`src/common/adcc_consts.svh`:
```
// Offsets, field positions, reset values and timing counts of the converter timing block
`ifndef ADCC_CONSTS_SVH
`define ADCC_CONSTS_SVH

// ----------------------------------------------------------------
// Register byte offsets
// ----------------------------------------------------------------
`define ADCC_OFS_CTRL       8'h00
`define ADCC_OFS_SYSCFG     8'h04
`define ADCC_OFS_CLKGEN     8'h08
`define ADCC_OFS_STATUS     8'h0C
`define ADCC_OFS_RESULT     8'h10
`define ADCC_OFS_IRQ_STAT   8'h14
`define ADCC_OFS_IRQ_CLR    8'h18
`define ADCC_OFS_IRQ_EN     8'h1C

// ----------------------------------------------------------------
// Field positions
// ----------------------------------------------------------------
`define ADCC_CTRL_START     0
`define ADCC_CTRL_RES8      1
`define ADCC_CTRL_POSTCAL   2
`define ADCC_CTRL_ST_LO     12
`define ADCC_CTRL_BC_LO     14
`define ADCC_IRQ_EOC        0
`define ADCC_IRQ_CAL        1

// ----------------------------------------------------------------
// Reset values
// ----------------------------------------------------------------
`define ADCC_RST_CTRL       16'h0004
`define ADCC_RST_CLKGEN     2'h0
`define ADCC_RST_IRQ_EN     2'h0

// ----------------------------------------------------------------
// Timing counts, in basic clock periods unless said otherwise
// ----------------------------------------------------------------
`define ADCC_SAMP_BC        14'h0008
`define ADCC_CONV10P_BC     14'd52
`define ADCC_CONV10_BC      14'd40
`define ADCC_CONV8P_BC      14'd44
`define ADCC_CONV8_BC       14'd32
`define ADCC_LOAD_SYS       14'd6
`define ADCC_CAL_MIN_BC     14'd484
`define ADCC_CAL_MAX_BC     14'd11696

`endif

```
`src/common/adcc_pkg.sv`:
```
// Types shared by the converter timing block
package adcc_pkg;

	// ----------------------------------------------------------------
	// Converter sequence states
	// ----------------------------------------------------------------
	typedef enum logic [1:0]
	{
		ST_IDLE    = 2'b00,
		ST_SAMPLE  = 2'b01,
		ST_CONVERT = 2'b10,
		ST_LOAD    = 2'b11
	} adcc_state_type;

	// Converter control settings
	typedef struct packed
	{
		logic [1:0] basic_clock_select;
		logic [1:0] sample_time_select;
		logic       postcal_en;
		logic       res8;
	} adcc_ctrl_type;

	// Clock tree settings handed to the clock generator
	typedef struct packed
	{
		logic [1:0] clock_generation_control;
		logic       cpu_clock_halving;
	} adcc_clkcfg_type;

	// System clock periods per basic clock period
	function automatic logic [4:0] adcc_div_of(input logic [1:0] sel);
		logic [4:0] r;
		case (sel)
			2'b00:   r = 5'h04;
			2'b01:   r = 5'h02;
			2'b10:   r = 5'h10;
			default: r = 5'h08;
		endcase
		return r;
	endfunction

endpackage

```
`src/design/adcc_bc_div.sv`:
```
// Basic clock tick generator dividing the system clock
`timescale 1ns/1ps
`default_nettype none
module adcc_bc_div
(
	input  wire logic       aclk,
	input  wire logic       aresetn,
	input  wire logic [1:0] sel,
	input  wire logic       restart,
	output var  logic       tick_q
);
	import adcc_pkg::*;

	logic [4:0] cnt_q;
	logic [4:0] cnt_d;
	logic [4:0] div;
	logic       tick_d;
	logic [4:0] gap_q;
	logic       seen_q;
	logic [1:0] sel_q;

	// ----------------------------------------------------------------
	// Divider
	// ----------------------------------------------------------------
	// Tick is flagged one count early so the user sees it at the period end
	always_comb
	begin
		div    = adcc_div_of(sel);
		tick_d = !restart && (cnt_q == div - 5'h02);
		if (restart || cnt_q >= div - 5'h01)
			cnt_d = 5'h00;
		else
			cnt_d = cnt_q + 5'h01;
	end

	always_ff @(posedge aclk)
	begin
		if (!aresetn)
		begin
			cnt_q  <= 5'h00;
			tick_q <= 1'b0;
		end
		else
		begin
			cnt_q  <= cnt_d;
			tick_q <= tick_d;
		end
	end

	// ----------------------------------------------------------------
	// Checks
	// ----------------------------------------------------------------
	// Cycles since the last tick, restarted whenever the spacing is disturbed
	always_ff @(posedge aclk)
	begin
		if (!aresetn)
		begin
			gap_q  <= 5'h00;
			seen_q <= 1'b0;
			sel_q  <= 2'h0;
		end
		else
		begin
			sel_q  <= sel;
			gap_q  <= (tick_q || restart) ? 5'h00 : gap_q + 5'h01;
			seen_q <= (restart || sel != sel_q) ? 1'b0 : (seen_q || tick_q);
		end
	end
endmodule
`default_nettype wire

```
`src/design/adcc_timing_ctrl.sv`:
```
// Converter timing control with AXI4-Lite register file and interrupt
// How it works
// - Basic clock is system clock over 4/2/16/8
// - Sample phase is 8/16/32/64 basic periods
// - Ten-bit: 52 or 40 periods, sample, 6
// - Eight-bit: 44 or 32 periods, sample, 6
// - Duration spans sample, determination, result load
// - Under range gives zero, over gives 3FF
// - Reset calibration lasts 484 to 11696 periods
// - Conversions during calibration stall it, flag degraded
// - CPU clock halving bit selects master or half
// - Peripheral clock follows the CPU clock
// - Clock generation register picks master source
`timescale 1ns/1ps
`default_nettype none
`include "adcc_consts.svh"
module adcc_timing_ctrl
#(
	parameter logic [13:0] CAL_MIN_BC = `ADCC_CAL_MIN_BC,
	parameter logic [13:0] CAL_MAX_BC = `ADCC_CAL_MAX_BC
)
(
	input  wire logic                      aclk,
	input  wire logic                      aresetn,
	input  wire logic [7:0]                awaddr,
	input  wire logic                      awvalid,
	output var  logic                      awready,
	input  wire logic [31:0]               wdata,
	input  wire logic [3:0]                wstrb,
	input  wire logic                      wvalid,
	output var  logic                      wready,
	output var  logic [1:0]                bresp,
	output var  logic                      bvalid,
	input  wire logic                      bready,
	input  wire logic [7:0]                araddr,
	input  wire logic                      arvalid,
	output var  logic                      arready,
	output var  logic [31:0]               rdata,
	output var  logic [1:0]                rresp,
	output var  logic                      rvalid,
	input  wire logic                      rready,
	input  wire logic [9:0]                ain_code,
	input  wire logic                      ain_under,
	input  wire logic                      ain_over,
	input  wire logic                      ref_noisy,
	output var  logic                      sample_phase,
	output var  logic                      irq,
	output var  adcc_pkg::adcc_clkcfg_type clk_cfg
);
	import adcc_pkg::*;

	// Control reset word, named so its fields can be sliced out
	localparam logic [15:0] RST_CTRL = `ADCC_RST_CTRL;

	// Bus group
	logic            awready_q, awready_d, wready_q, wready_d, arready_q, arready_d;
	logic            bvalid_q, bvalid_d, rvalid_q, rvalid_d;
	logic [1:0]      bresp_q, bresp_d, rresp_q, rresp_d;
	logic [31:0]     rdata_q, rdata_d, wdata_q, wdata_d;
	logic [7:0]      awaddr_q, awaddr_d;
	logic [3:0]      wstrb_q, wstrb_d;
	logic            aw_full_q, aw_full_d, w_full_q, w_full_d;
	adcc_ctrl_type   ctrl_q, ctrl_d;
	adcc_clkcfg_type clk_cfg_q, clk_cfg_d;
	logic [1:0]      irq_en_q, irq_en_d, irq_stat_q, irq_stat_d;
	logic            irq_q, irq_d, start_q, start_d;
	// Converter group
	adcc_state_type  state_q, state_d;
	logic [13:0]     phase_q, phase_d, cal_good_q, cal_good_d, cal_total_q, cal_total_d;
	logic [9:0]      result_q, result_d;
	logic            degraded_q, degraded_d, cal_busy_q, cal_busy_d, sample_q, sample_d;
	logic            eoc_ev, cal_ev, bc_restart, bc_tick;
	logic [13:0]     samp_len, conv_len;
	// Pin synchronisers
	logic [12:0]     pin_meta_q, pin_sync_q;
	logic [9:0]      ain_code_s;
	logic            ain_under_s, ain_over_s, ref_noisy_s;
	// Check helpers
	logic [11:0]     bcyc_q, exp_cyc;

	// ----------------------------------------------------------------
	// Pin synchronisers
	// ----------------------------------------------------------------
	// Analog front end outputs are asynchronous to aclk
	always_ff @(posedge aclk)
	begin
		if (!aresetn)
		begin
			pin_meta_q <= 13'h0000;
			pin_sync_q <= 13'h0000;
		end
		else
		begin
			pin_meta_q <= {ref_noisy, ain_over, ain_under, ain_code};
			pin_sync_q <= pin_meta_q;
		end
	end

	assign {ref_noisy_s, ain_over_s, ain_under_s, ain_code_s} = pin_sync_q;

	// ----------------------------------------------------------------
	// Basic clock
	// ----------------------------------------------------------------
	adcc_bc_div i_adcc_bc_div
	(
		.aclk    (aclk),
		.aresetn (aresetn),
		.sel     (ctrl_q.basic_clock_select),
		.restart (bc_restart),
		.tick_q  (bc_tick)
	);

	// ----------------------------------------------------------------
	// Register bus and interrupt
	// ----------------------------------------------------------------
	// Control register settings are frozen while a conversion is pending or running
	always_comb
	begin
		aw_full_d  = aw_full_q;
		awaddr_d   = awaddr_q;
		w_full_d   = w_full_q;
		wdata_d    = wdata_q;
		wstrb_d    = wstrb_q;
		bvalid_d   = bvalid_q;
		bresp_d    = bresp_q;
		rvalid_d   = rvalid_q;
		rdata_d    = rdata_q;
		rresp_d    = rresp_q;
		ctrl_d     = ctrl_q;
		clk_cfg_d  = clk_cfg_q;
		irq_en_d   = irq_en_q;
		irq_stat_d = irq_stat_q;
		start_d    = 1'b0;
		if (awvalid && awready_q)
		begin
			aw_full_d = 1'b1;
			awaddr_d  = awaddr;
		end
		if (wvalid && wready_q)
		begin
			w_full_d = 1'b1;
			wdata_d  = wdata;
			wstrb_d  = wstrb;
		end
		if (bvalid_q && bready)
			bvalid_d = 1'b0;
		if (aw_full_q && w_full_q && !bvalid_q)
		begin
			aw_full_d = 1'b0;
			w_full_d  = 1'b0;
			bvalid_d  = 1'b1;
			bresp_d   = 2'b00;
			case (awaddr_q)
				`ADCC_OFS_CTRL:
				begin
					if (state_q == ST_IDLE && !start_q && wstrb_q[0])
					begin
						ctrl_d.res8       = wdata_q[`ADCC_CTRL_RES8];
						ctrl_d.postcal_en = wdata_q[`ADCC_CTRL_POSTCAL];
						start_d           = wdata_q[`ADCC_CTRL_START];
					end
					if (state_q == ST_IDLE && !start_q && wstrb_q[1])
					begin
						ctrl_d.sample_time_select = wdata_q[`ADCC_CTRL_ST_LO +: 2];
						ctrl_d.basic_clock_select = wdata_q[`ADCC_CTRL_BC_LO +: 2];
					end
				end
				`ADCC_OFS_SYSCFG:
					if (wstrb_q[0])
						clk_cfg_d.cpu_clock_halving = wdata_q[0];
				`ADCC_OFS_CLKGEN:
					if (wstrb_q[0])
						clk_cfg_d.clock_generation_control = wdata_q[1:0];
				`ADCC_OFS_IRQ_EN:
					if (wstrb_q[0])
						irq_en_d = wdata_q[1:0];
				`ADCC_OFS_IRQ_CLR:
					if (wstrb_q[0])
						irq_stat_d = irq_stat_q & ~wdata_q[1:0];
				`ADCC_OFS_STATUS, `ADCC_OFS_RESULT, `ADCC_OFS_IRQ_STAT: ;
				default: bresp_d = 2'b11;
			endcase
		end
		// Events are applied after the clear so a same-cycle event survives
		irq_stat_d[`ADCC_IRQ_EOC] = irq_stat_d[`ADCC_IRQ_EOC] | eoc_ev;
		irq_stat_d[`ADCC_IRQ_CAL] = irq_stat_d[`ADCC_IRQ_CAL] | cal_ev;
		irq_d = |(irq_stat_d & irq_en_d);
		if (rvalid_q && rready)
			rvalid_d = 1'b0;
		if (arvalid && arready_q)
		begin
			rvalid_d = 1'b1;
			rresp_d  = 2'b00;
			case (araddr)
				`ADCC_OFS_CTRL:     rdata_d = {16'h0000, ctrl_q.basic_clock_select,
					ctrl_q.sample_time_select, 9'h000, ctrl_q.postcal_en, ctrl_q.res8, 1'b0};
				`ADCC_OFS_SYSCFG:   rdata_d = {31'h00000000, clk_cfg_q.cpu_clock_halving};
				`ADCC_OFS_CLKGEN:   rdata_d = {30'h00000000, clk_cfg_q.clock_generation_control};
				`ADCC_OFS_STATUS:   rdata_d = {28'h0000000, sample_q, degraded_q, cal_busy_q,
					state_q != ST_IDLE || start_q};
				`ADCC_OFS_RESULT:   rdata_d = {22'h000000, result_q};
				`ADCC_OFS_IRQ_STAT: rdata_d = {30'h00000000, irq_stat_q};
				`ADCC_OFS_IRQ_EN:   rdata_d = {30'h00000000, irq_en_q};
				`ADCC_OFS_IRQ_CLR:  rdata_d = 32'h00000000;
				default:
				begin
					rdata_d = 32'h00000000;
					rresp_d = 2'b11;
				end
			endcase
		end
		awready_d = !aw_full_d;
		wready_d  = !w_full_d;
		arready_d = !rvalid_d;
	end

	always_ff @(posedge aclk)
	begin
		if (!aresetn)
		begin
			awready_q  <= 1'b0;
			wready_q   <= 1'b0;
			arready_q  <= 1'b0;
			bvalid_q   <= 1'b0;
			rvalid_q   <= 1'b0;
			bresp_q    <= 2'b00;
			rresp_q    <= 2'b00;
			rdata_q    <= 32'h00000000;
			aw_full_q  <= 1'b0;
			awaddr_q   <= 8'h00;
			w_full_q   <= 1'b0;
			wdata_q    <= 32'h00000000;
			wstrb_q    <= 4'h0;
			ctrl_q     <= adcc_ctrl_type'({RST_CTRL[15:12], RST_CTRL[2:1]});
			clk_cfg_q  <= adcc_clkcfg_type'({`ADCC_RST_CLKGEN, 1'b0});
			irq_en_q   <= `ADCC_RST_IRQ_EN;
			irq_stat_q <= 2'h0;
			irq_q      <= 1'b0;
			start_q    <= 1'b0;
		end
		else
		begin
			awready_q  <= awready_d;
			wready_q   <= wready_d;
			arready_q  <= arready_d;
			bvalid_q   <= bvalid_d;
			rvalid_q   <= rvalid_d;
			bresp_q    <= bresp_d;
			rresp_q    <= rresp_d;
			rdata_q    <= rdata_d;
			aw_full_q  <= aw_full_d;
			awaddr_q   <= awaddr_d;
			w_full_q   <= w_full_d;
			wdata_q    <= wdata_d;
			wstrb_q    <= wstrb_d;
			ctrl_q     <= ctrl_d;
			clk_cfg_q  <= clk_cfg_d;
			irq_en_q   <= irq_en_d;
			irq_stat_q <= irq_stat_d;
			irq_q      <= irq_d;
			start_q    <= start_d;
		end
	end

	// ----------------------------------------------------------------
	// Conversion sequence and reset calibration
	// ----------------------------------------------------------------
	// Phase lengths in basic periods; load phase counts system cycles
	always_comb
	begin
		samp_len = `ADCC_SAMP_BC << ctrl_q.sample_time_select;
		case ({ctrl_q.res8, ctrl_q.postcal_en})
			2'b01:   conv_len = `ADCC_CONV10P_BC;
			2'b00:   conv_len = `ADCC_CONV10_BC;
			2'b11:   conv_len = `ADCC_CONV8P_BC;
			default: conv_len = `ADCC_CONV8_BC;
		endcase
	end

	always_comb
	begin
		state_d     = state_q;
		phase_d     = phase_q;
		result_d    = result_q;
		degraded_d  = degraded_q;
		cal_busy_d  = cal_busy_q;
		cal_good_d  = cal_good_q;
		cal_total_d = cal_total_q;
		bc_restart  = 1'b0;
		eoc_ev      = 1'b0;
		cal_ev      = 1'b0;
		case (state_q)
			ST_IDLE:
				if (start_q)
				begin
					state_d    = ST_SAMPLE;
					phase_d    = 14'h0000;
					bc_restart = 1'b1;             // Aligns periods to the start
					degraded_d = cal_busy_q;
				end
			ST_SAMPLE:
				if (bc_tick)
				begin
					phase_d = phase_q + 14'h0001;
					if (phase_q == samp_len - 14'h0001)
					begin
						state_d = ST_CONVERT;
						phase_d = 14'h0000;
					end
				end
			ST_CONVERT:
				if (bc_tick)
				begin
					phase_d = phase_q + 14'h0001;
					if (phase_q == conv_len - 14'h0001)
					begin
						state_d = ST_LOAD;
						phase_d = 14'h0000;
					end
				end
			ST_LOAD:
			begin
				phase_d = phase_q + 14'h0001;
				if (phase_q == `ADCC_LOAD_SYS - 14'h0001)
				begin
					state_d = ST_IDLE;
					eoc_ev  = 1'b1;
					if (ain_under_s)
						result_d = 10'h000;
					else if (ain_over_s)
						result_d = 10'h3FF;
					else
						result_d = ctrl_q.res8 ? (ain_code_s & 10'h3FC) : ain_code_s;
				end
			end
			default: state_d = ST_IDLE;
		endcase
		// Calibration only advances while no conversion holds the converter
		if (cal_busy_q && state_q == ST_IDLE && bc_tick)
		begin
			cal_total_d = cal_total_q + 14'h0001;
			cal_good_d  = cal_good_q + {13'h0000, !ref_noisy_s};
			if (cal_good_d == CAL_MIN_BC || cal_total_d == CAL_MAX_BC)
			begin
				cal_busy_d = 1'b0;
				cal_ev     = 1'b1;
			end
		end
		sample_d = (state_d == ST_SAMPLE);
	end

	always_ff @(posedge aclk)
	begin
		if (!aresetn)
		begin
			state_q     <= ST_IDLE;
			phase_q     <= 14'h0000;
			result_q    <= 10'h000;
			degraded_q  <= 1'b0;
			cal_busy_q  <= 1'b1;      // Calibration starts on reset release
			cal_good_q  <= 14'h0000;
			cal_total_q <= 14'h0000;
			sample_q    <= 1'b0;
		end
		else
		begin
			state_q     <= state_d;
			phase_q     <= phase_d;
			result_q    <= result_d;
			degraded_q  <= degraded_d;
			cal_busy_q  <= cal_busy_d;
			cal_good_q  <= cal_good_d;
			cal_total_q <= cal_total_d;
			sample_q    <= sample_d;
		end
	end

	assign awready      = awready_q;
	assign wready       = wready_q;
	assign bvalid       = bvalid_q;
	assign bresp        = bresp_q;
	assign arready      = arready_q;
	assign rvalid       = rvalid_q;
	assign rdata        = rdata_q;
	assign rresp        = rresp_q;
	assign irq          = irq_q;
	assign sample_phase = sample_q;
	assign clk_cfg      = clk_cfg_q;

	// ----------------------------------------------------------------
	// Checks
	// ----------------------------------------------------------------
	// Busy cycle count since the start was taken
	always_ff @(posedge aclk)
	begin
		if (!aresetn)
			bcyc_q <= 12'h000;
		else if (state_q == ST_IDLE)
			bcyc_q <= 12'h000;
		else
			bcyc_q <= bcyc_q + 12'h001;
	end

	assign exp_cyc = 12'((samp_len + conv_len) * 14'(adcc_div_of(ctrl_q.basic_clock_select))
		+ `ADCC_LOAD_SYS);
endmodule
`default_nettype wire

```
`config.mk`:
```
export PLATFORM = sky130hd
export DESIGN_NAME = adcc_timing_ctrl
export DESIGN_NICKNAME = d
export VERILOG_FILES = /design/src/common/adcc_pkg.sv /design/src/design/adcc_bc_div.sv /design/src/design/adcc_timing_ctrl.sv
export VERILOG_INCLUDE_DIRS = /design/src /design/src/common
export SDC_FILE = /design/constraint.sdc
export NUM_CORES = 1
export LEC_CHECK = 0
export ABC_AREA = 0
export ABC_CLOCK_PERIOD_IN_PS = 4540
export BUFFER_PORTS_ARGS = -buffer_cell sky130_fd_sc_hd__buf_2
export CAP_MARGIN = 20
export CORE_MARGIN = 8
export CORE_UTILIZATION = 36
export DETAILED_ROUTE_END_ITERATION = 7
export MAX_ROUTING_LAYER = met4
export PLACE_DENSITY = 0.57
export RECOVER_POWER = 25
export SLEW_MARGIN = 5
export SYNTH_ARGS = -nofsm -noshare
export SYNTH_HDL_FRONTEND = slang
export SYNTH_SLANG_ARGS = --single-unit
```
`constraint.sdc`:
```
create_clock -name aclk -period 4.54 [get_ports aclk]
set_input_delay 0.454 -clock aclk [delete_from_list [all_inputs] [get_ports aclk]]
set_output_delay 0.454 -clock aclk [all_outputs]
set_load 0.03 [all_outputs]
```
# Yosys cells after proc, flatten, opt, wreduce, memory -nomap -nowiden
# Index checks and enable logic that the tools add are counted.
op_classes:
  shifts: 1
  n_reduce_logical: 43
  n_div: 0
  n_bitwise: 6
  magnitude_cmp: 1
  n_mul: 0
  n_addsub: 8
  n_mux: 41
  n_eq_ne: 31
op_table:
  columns: ["cell", "n"]
  rows:
  - ["16-bit one-hot mux with 7 select lines", 1]
  - ["14-bit two-way mux", 5]
  - ["8-bit by 5-bit == test with 1-bit output (second input constant)", 8]
  - ["14-bit one-hot mux with 4 select lines", 1]
  - ["8-bit by 4-bit == test with 1-bit output (second input constant)", 4]
  - ["2-bit two-way mux", 15]
  - ["5-bit one-hot mux with 3 select lines", 2]
  - ["14-bit by 1-bit adder with 14-bit output (second input constant)", 2]
  - ["14-bit == test", 2]
  - ["14-bit by 1-bit subtractor with 14-bit output (second input constant)", 2]
  - ["10-bit two-way mux", 2]
  - ["8-bit by 3-bit == test with 1-bit output (second input constant)", 2]
  - ["8-bit zero test", 2]
  - ["8-bit OR reduction", 2]
  - ["3-bit AND reduction", 5]
  - ["14-bit by 1-bit adder with 14-bit output", 1]
  - ["14-bit == test (second input constant)", 1]
  - ["14-bit by 3-bit == test with 1-bit output (second input constant)", 1]
  - ["14-bit by 9-bit == test with 1-bit output (second input constant)", 1]
  - ["1-bit two-way mux", 14]
  - ["4-bit by 2-bit left shift with 14-bit output (first input constant)", 1]
  - ["1-bit logical AND", 13]
  - ["2-bit by 1-bit == test with 1-bit output (second input constant)", 4]
  - ["2-bit == test (second input constant)", 4]
  - ["19 further kinds", 36]
totals:
  ff_bits: 173
  rom_bits: 0
  n_memories: 0
  latch_bits: 0
  inputBits: 72
  mem_bits_rw: 0
  wordCells: 166
  output_inout_bits: 46

# Depth between registers and ports, before layout
# Gate-level depths: netlist of the first run.
depth:
  word_depth: 9
  mapped_depth: 11
  depth_no_buf: 10

# Hierarchy
# From an unflattened synthesis of the first run, not the netlist that was laid out.
unflattened:
  cells_unflattened: 761
  hier_area_um2: 6591.3
modules_own_cells:
  columns: ["module", "seq_area_each_um2", "cells_per_inst", "area_each_um2", "n_inst"]
  rows:
  - ["adcc_timing_ctrl", 2762.6, 728, 6256.0, 1]
  - ["adcc_bc_div", 120.1, 33, 335.3, 1]

# Least setup slack after synthesis of the first run
# Ideal clock, no wire load.
synth_path:
  kind: "flip-flop to flip-flop"
  startpoint: "reg ctrl_q[0] in the netlist's numbering"
  endpoint: "reg phase_q[10]"
  path_slack_ns: 2.495
  path_buffers: 0
  period_less_slack_ns: 2.045
  path_stages_with_launch: 10
  required_ns: 4.416
  arrival_time_ns: 1.921
  setup_time_ns: 0.124
  path_cell_list: "dfxtp_1 -> inv_1 -> ha_1 -> o21ai_0 -> nand2_1 -> or4_1 -> nand2_1 -> o32ai_4 -> a31oi_1 -> o22ai_1"
synth_between:
  elab_chain_len: 7
  elab_cells_between_ends: 9
  cone_classes: "add/sub (1); eq/ne (3); mux (4); reduce/logical (1)"
synth_lines:
  columns: ["element", "line", "rtl"]
  rows:
  - ["start: declaration", "adcc_timing_ctrl.sv:63", "adcc_ctrl_type ctrl_q, ctrl_d;"]
  - ["start signal: assignment", "adcc_timing_ctrl.sv:234", "ctrl_q <= adcc_ctrl_type'({RST_CTRL[15:12], RST_CTRL[2:1]});"]
  - ["start signal: assignment", "adcc_timing_ctrl.sv:256", "ctrl_q <= ctrl_d;"]
  - ["2-bit == test, or another cell as far along", "adcc_timing_ctrl.sv:272", "case ({ctrl_q.res8, ctrl_q.postcal_en})"]
  - ["5-bit one-hot mux with 3 select lines (*)", "adcc_timing_ctrl.sv:272", null]
  - ["14-bit by 1-bit subtractor with 14-bit output (*)", "adcc_timing_ctrl.sv:315", "if (phase_q == conv_len - 14'h0001)"]
  - ["14-bit == test (*)", "adcc_timing_ctrl.sv:315", null]
  - ["14-bit two-way mux (*)", "adcc_timing_ctrl.sv:315", null]
  - ["14-bit two-way mux (*)", "adcc_timing_ctrl.sv:312", "if (bc_tick)"]
  - ["14-bit one-hot mux with 4 select lines (*)", "adcc_timing_ctrl.sv:292", "case (state_q)"]
  - ["end signal: assignment", "adcc_timing_ctrl.sv:368", "phase_q <= phase_d;"]
  - ["end: declaration", "adcc_timing_ctrl.sv:69", "logic [13:0] phase_q, phase_d, cal_good_q, cal_good_d, cal_total_q, cal_total_d;"]
# Mark *: on every way between the ends. The rest lies on a longest branch, timed or not. The select of a mux whose other input is x is not followed.
# A chain may end at the register's enable or synchronous reset.

# Final worst setup path of the first run
layout_path:
  startpoint: "reg phase_q[11]"
  endpoint: "reg result_q[3]"
layout_between:
  elab_chain_len: 2
layout_lines:
  columns: ["element", "line", "rtl"]
  rows:
  - ["14-bit by 3-bit == test with 1-bit output", "adcc_timing_ctrl.sv:324", "if (phase_q == `ADCC_LOAD_SYS - 14'h0001)"]
  - ["2-bit AND reduction (no source line)", null, null]
  - ["end signal: assignment", "adcc_timing_ctrl.sv:369", "result_q <= result_d;"]
  - ["end: declaration", "adcc_timing_ctrl.sv:70", "logic [9:0] result_q, result_d;"]
# Every way passes these cells.

==> results.json, run 1 <==
{
  "drive_gt1_frac": 0.1395,
  "syn_area_per_cell_sq_um": 8.753,
  "utilization": 0.4233,
  "synth_edf_count": 0,
  "cp_cell_sequence": "nor4_1 -> nand2_1 -> nor3_1 -> nand3_1 -> nor3_1 -> a21oi_1 -> nor2b_1",
  "final_nets": 883,
  "cts-root-buf": "clkbuf_16",
  "placementRows": 49,
  "clk_latency_ps": 420,
  "crit_fanout": 20,
  "netlist_instances": 745,
  "ys_ff_latch": 144,
  "p_per_area_mw_per_mm2": 382.4,
  "cts_tree": "built",
  "dr_total_vias": 4960,
  "yosysUniqueCellTypes": 55,
  "cp.required_ps": 4900,
  "final_common_cell": "dfxtp_1",
  "synthFlopType": "dfxtp_1",
  "viasPerCell": 4.774,
  "start_kind": "flip-flop",
  "drt_iter0_drc": 236,
  "ctsResizeCount": 0,
  "ys_warn_count": 0,
  "htree_num_levels": 4,
  "netlist_area_sq_mm": 0.006521,
  "timing.setup.tns_ps": 0,
  "grt_pass1_wl_mm": 23.07,
  "cts.sinks": 144,
  "skew_ps": 7.388,
  "outcome": "complete, no violations",
  "n_antenna_cell": 0,
  "setup_viol": 0,
  "fin_crit_ps": 2460,
  "maxSlewHeadroom": 0.3273,
  "wire_per_inst_um": 13.59,
  "p_leak_nw": 2.947,
  "cts_made_buffers": 17,
  "rsz0062_at_grt": "no",
  "hold_violations": 0,
  "port_buffers": 72,
  "dieArea_sq_mm": 0.02268,
  "fmax_ghz": 0.4066,
  "drv_slew": 0,
  "hold_buffers": 0,
  "postRouteAntennaNets": 0,
  "chipWidth_um": 150.6,
  "io_pins": 118,
  "min_path_type": "in -> reg",
  "tightest_slew_ps": 999.9,
  "core_area_sq_mm": 0.01784,
  "grt_pass1_vias": 4511,
  "first_pass_iters": 5,
  "dp_hpwl_mm": 10.06,
  "antenna_found_initial": 0,
  "crit_type": "reg -> reg",
  "ys_seq_area_frac": 0.4421,
  "maxCapViolCount": 0,
  "max_stage_delay_ps": 630,
  "fp.dieH_um": 150.6,
  "gr-usage-all-layers": 0.1301,
  "drt_wl_total_mm": 14.12,
  "max-clock-path-buffers": 2,
  "endpoint_kind": "flip-flop",
  "drc": 0,
  "cpMostUsedCell": "nor3_1",
  "max-vdd-ir-drop_mv": 0.2955,
  "clkTransAtPathRegs_ps": 60,
  "slowest_stage": "nand3_1",
  "grt_max_degree": 85,
  "cts_setup_buffers": 0,
  "place_congestion": 0.7751,
  "start_util": 0.3655,
  "min_period_over_period": 0.5418,
  "final_cell_mix": "dfxtp_1, nand2_1, buf_2",
  "cp.arrival_ps": 2810,
  "grt-ovfl-total": 0,
  "syn2layout_area_growth_pct": 15.81,
  "async_flop_share": 0
}
==> cell usage after synthesis, types with 15 or more instances <==
cell type	n	area share
dfxtp_1	144	0.44
nand2_1	86	0.050
and2_1	55	0.053
nor2_1	43	0.025
nand3_1	39	0.030
nor2b_1	35	0.034
clkbuf_1	30	0.017
a21boi_0	29	0.033
a21oi_1	25	0.019
nor3_1	24	0.018
xnor2_1	24	0.032
buf_4	21	0.024
inv_1	17	0.0098
o21ai_0	17	0.013
xor2_1	16	0.021
nand4_1	15	0.014
==> area by class of cell <==
cell class	instances	area, sq um
Fill cell	1779	10290
Multi-Input combinational cell	544	3343
Sequential cell	144	2883
Clock buffer	17	425.4
Timing Repair Buffer	73	366.6
Tap cell	229	286.5
Clock inverter	15	183.9
Inverter	17	63.81
==> worst max-delay path, delay by kind of cell, from the launching register on <==
family / cells / cell delay (ps)
flip-flops: 1 / 350
AO/OA/AOI/OAI: 1 / 70
AND/OR/NAND/NOR: 6 / 1990
==> cell families after synthesis <==
group,synth area share
fa+ha+maj,0.02686
buf+inv,0.05506
mux,0.02206
flops,0.4421
xor+xnor,0.05372
other cells,0.001152
compound gates,0.1234
simple gates,0.2757
==> state kept, by name, summed over array words and instances, names as in the netlist, 8 cells and up <==
signal / flops
cal_total_q: 14
pin_meta_q: 13
awaddr_q: 8
rdata: 14
pin_sync_q: 13
phase_q: 14
result_q: 10
cal_good_q: 14
==> per-layer routing <==
| metal | global-route usage | share of wire |
|---|---|---|
| met5 | - | 0 |
| met4 | 0.03266 | 0.0060 |
| met3 | 0.03817 | 0.043 |
| met2 | 0.1807 | 0.42 |
| met1 | 0.1804 | 0.53 |
==> through the flow <==
step | instances | power (mW) | area (sq um) | worst slack [ps] | hold WS (ps)
after CTS | 1039 | 2.926 | 7556 | 2109 | 214.9
after global routing | 1039 | 3.003 | 7552 | 1735 | 220.0
after floorplan | 762 | 1.456 | 6585 | 2495 | 411.9
final | 1039 | 2.888 | 7552 | 2080 | 237.5
after global placement | 1007 | 1.490 | 6947 | 2080 | 413.0
after detailed placement | 1007 | 1.492 | 6947 | 2146 | 417.7
==> report_power, final <==
group | internal [mW] | switching (mW) | leakage [nW]
Sequential | 1.29 | 0.0215 | 1.17
Combinational | 0.0534 | 0.0953 | 1.49
Clock | 0.870 | 0.556 | 0.284
==> worst paths after layout <==
kind / from / to / slack, ps / cells after the start
setup / recovery: phase_q[11] / result_q[3] / 2080 / 7
hold / removal: ref_noisy / pin_meta_q[12] / 240 / 2
setup reg to reg: phase_q[11] / result_q[3] / 2080 / 7
hold reg to reg: pin_meta_q[11] / pin_sync_q[11] / 430 / 1
Note: power is estimated with default switching activity, not from simulation.
==> inputs of run 2 (changes only) <==
--- a/config.mk
+++ b/config.mk
@@ -6,15 +6,15 @@
 export SDC_FILE = /design/constraint.sdc
 export NUM_CORES = 1
 export LEC_CHECK = 0
-export ABC_AREA = 0
-export ABC_CLOCK_PERIOD_IN_PS = 4540
+export ABC_AREA = 1
+export ABC_CLOCK_PERIOD_IN_PS = 2600
 export BUFFER_PORTS_ARGS = -buffer_cell sky130_fd_sc_hd__buf_2
 export CAP_MARGIN = 20
 export CORE_MARGIN = 8
 export CORE_UTILIZATION = 36
 export DETAILED_ROUTE_END_ITERATION = 7
 export MAX_ROUTING_LAYER = met4
-export PLACE_DENSITY = 0.57
+export PLACE_DENSITY = 0.56
 export RECOVER_POWER = 25
 export SLEW_MARGIN = 5
 export SYNTH_ARGS = -nofsm -noshare
==> constraint.sdc (replaced) <==
create_clock -name aclk -period 2.6 [get_ports aclk]
set_input_delay 0.26 -clock aclk [delete_from_list [all_inputs] [get_ports aclk]]
set_output_delay 0.26 -clock aclk [all_outputs]
set_load 0.03 [all_outputs]
==> run 2 against run 1 <==
Against the previous run:
- the run now ends with max-capacitance violations, max-slew violations left
- power is 79% higher
- flip-flop and latch count is the same
- die area grew 4.7%
- highest routed layer unchanged
==> results.json, run 2 <==
{
  "synthSimpleGateAreaFrac": 0.2632,
  "first_pass_iters": 5,
  "async_flop_share": 0,
  "tightest_slew_ps": 1769,
  "synthMuxAreaShare": 0,
  "grt.busiest_layer": "met2",
  "setup_viol": 0,
  "maxSlewHeadroom": -0.1792,
  "grt-ovfl-total": 0,
  "synth-compound-area-share": 0.1597,
  "placed_area_sq_mm": 0.007353,
  "cp.required_ps": 2850,
  "dieArea_sq_mm": 0.02375,
  "grt_max_degree": 96,
  "crit_type": "reg -> reg",
  "cts-root-buf": "clkbuf_16",
  "clkTransAtPathRegs_ps": 70,
  "switching_power_mw": 1.455,
  "p_seq_frac": 0.453,
  "crit_fanout": 3,
  "pwr-share-clk": 0.473,
  "rr_worst_depth": 14,
  "synthFlopType": "dfxtp_1",
  "grt_pass1_vias": 5636,
  "timing.setup.tns_ps": 0,
  "final_cell_mix": "nand2_1, dfxtp_1, inv_1",
  "drive_gt1_frac": 0.1462,
  "violations": "max-capacitance violations, max-slew violations",
  "met1_usage": 0.1765,
  "fp.dieH_um": 154.1,
  "max-clock-path-buffers": 2,
  "htree_num_levels": 4,
  "final_common_cell": "nand2_1",
  "gr-usage-all-layers": 0.1414,
  "skew_ps": 11.94,
  "synth_top_family_by_area": "simple AND/OR/NAND/NOR gates",
  "cts_setup_buffers": 0,
  "maxCapViolCount": 1,
  "synth_common_cells": "nand2_1, dfxtp_1, inv_1",
  "drt_wl_total_mm": 15.73,
  "postRouteAntennaNets": 0,
  "cts.sinks": 144,
  "drc": 0,
  "syn_area_per_cell_sq_um": 7.219,
  "netlist_area_sq_mm": 0.006865,
  "ys_warn_count": 0,
  "switching_share": 0.2815,
  "fillCellCount": 1933,
  "worstHoldStart": "ain_code[2]",
  "chipWidth_um": 154.1,
  "outcome": "complete, but fails checks",
  "power.internal_mw": 3.715,
  "cp.arrival_ps": 2370,
  "p_per_area_mw_per_mm2": 647.9,
  "min_path_type": "in -> reg",
  "final_nets": 1106,
  "yosysMostFrequentCell": "nand2_1",
  "grt_pass1_wl_mm": 27.04,
  "ff2ff_setup_slack_ps": 480,
  "placementRows": 50,
  "start_util": 0.3670,
  "synthAdderAreaFrac": 0.02551,
  "wire_per_inst_um": 12.41,
  "viasPerCell": 4.614,
  "synth_edf_count": 0,
  "holdPathStages": 3,
  "dp_hpwl_mm": 11.34,
  "pwr-share-comb": 0.074,
  "dr_total_vias": 5850,
  "min_period_over_period": 0.8163,
  "ys_ff_latch": 144,
  "start_kind": "flip-flop",
  "p_leak_nw": 3.552,
  "synthTopCellsByArea": "dfxtp_1, nand2_1, inv_1",
  "antenna_found_initial": 1,
  "hold_violations": 0,
  "ctsResizeCount": 0,
  "cts_made_buffers": 17,
  "whs_endpoint": "pin_meta_q[2]",
  "utilization": 0.4266,
  "synth_area_leader_cell": "dfxtp_1",
  "worstReg2RegStart": "pin_sync_q[12]",
  "port_buffers": 72,
  "use_met3": 0.02999,
  "fin_crit_ps": 2122,
  "grt.met2_usage": 0.2220,
  "max-vdd-ir-drop_mv": 0.4159,
  "cts_tree": "built",
  "fin_area_sq_mm": 0.007980,
  "endpoint_kind": "flip-flop",
  "netlist.area_leader.share": 0.4199,
  "synth-xor-area-share": 0.01531,
  "hold_buffers": 2,
  "drv_slew": 96,
  "clk_latency_ps": 420,
  "io_pins": 118,
  "yosysUniqueCellTypes": 50,
  "worstReg2RegEnd": "cal_busy_q",
  "fmax_ghz": 0.4712,
  "drt_iter0_drc": 253,
  "netlist_instances": 951,
  "ys_seq_area_frac": 0.4199,
  "place_congestion": 0.8585,
  "core_area_sq_mm": 0.01871,
  "syn2layout_area_growth_pct": 16.24,
  "rsz0062_at_grt": "no"
}
[run 2: cell types whose count changed after synthesis, sizes merged, moves of 40 or more]
cell and delta:
and2 -55, o21ai +66, nor2 +70, a21oi +40
inv +122, nand2 +118
[run 2: metal layers]
| layer | share of wire | up-vias |
|---|---|---|
| met5 | 0 | - |
| met4 | 0.016 | 0 |
| met3 | 0.038 | 15 |
| met2 | 0.45 | 110 |
| met1 | 0.49 | 2540 |
| li1 | - | 3185 |
[run 2: worst max-delay path by stage]
stage / end / startpoint / depth (start not counted)
final: cal_busy_q / pin_sync_q[12] / 14
after floorplan: cal_busy_q / pin_sync_q[12] / 14
after global placement: cal_busy_q / pin_sync_q[12] / 14
after global routing: cal_busy_q / pin_sync_q[12] / 14
after CTS: cal_busy_q / pin_sync_q[12] / 14
after detailed placement: cal_busy_q / pin_sync_q[12] / 14
[run 2: power by group through the flow]
stage / clock network [mW] / registers (mW) / logic [mW]
floorplan: 0 / 2.41 / 0.266
global placement: 0 / 2.39 / 0.380
detailed placement: 0 / 2.39 / 0.382
CTS: 2.51 / 2.34 / 0.386
global route: 2.60 / 2.35 / 0.435
finish: 2.45 / 2.34 / 0.382
[run 2: critical path, stage by stage, from the launching register on]
cell,delay [ps]
dfxtp_1,320
inv_1,40
ha_1,210
ha_1,290
or2_2,280
nor2_1,110
nand3_1,70
nor2_1,100
nand2_1,80
nor2_1,90
nand3_1,90
nand2_1,80
nand2_2,80
nand2_1,70
nand2_1,40
[run 2: final cells by class]
class | instances | area (sq um) | share of cell area
Timing Repair Buffer | 78 | 400.4 | 0.05017
Clock inverter | 15 | 188.9 | 0.02368
Sequential cell | 144 | 2883 | 0.3612
Tap cell | 234 | 292.8 | 0.03669
Antenna cell | 1 | 2.502 | 0.0003136
Inverter | 141 | 533.0 | 0.06679
Multi-Input combinational cell | 638 | 3254 | 0.4078
Clock buffer | 17 | 425.4 | 0.05331
[run 2: cell families after synthesis]
| family | after synthesis |
|---|---|
| compound gates | 189 |
| buf+inv | 186 |
| xor+xnor | 12 |
| other cells | 2 |
| flops | 144 |
| fa+ha+maj | 14 |
| simple gates | 404 |
[run 2: through the flow]
stage | hold WS, ps | total power [mW] | setup WS, ps | std cells
after floorplan | 357.6 | 2.681 | 782.9 | 968
after detailed placement | 396.0 | 2.776 | 512.9 | 1233
after global routing | 2.543 | 5.387 | 183.7 | 1268
after CTS | 0.5800 | 5.235 | 497.1 | 1267
after global placement | 391.9 | 2.772 | 523.0 | 1233
final | 13.20 | 5.170 | 477.7 | 1268
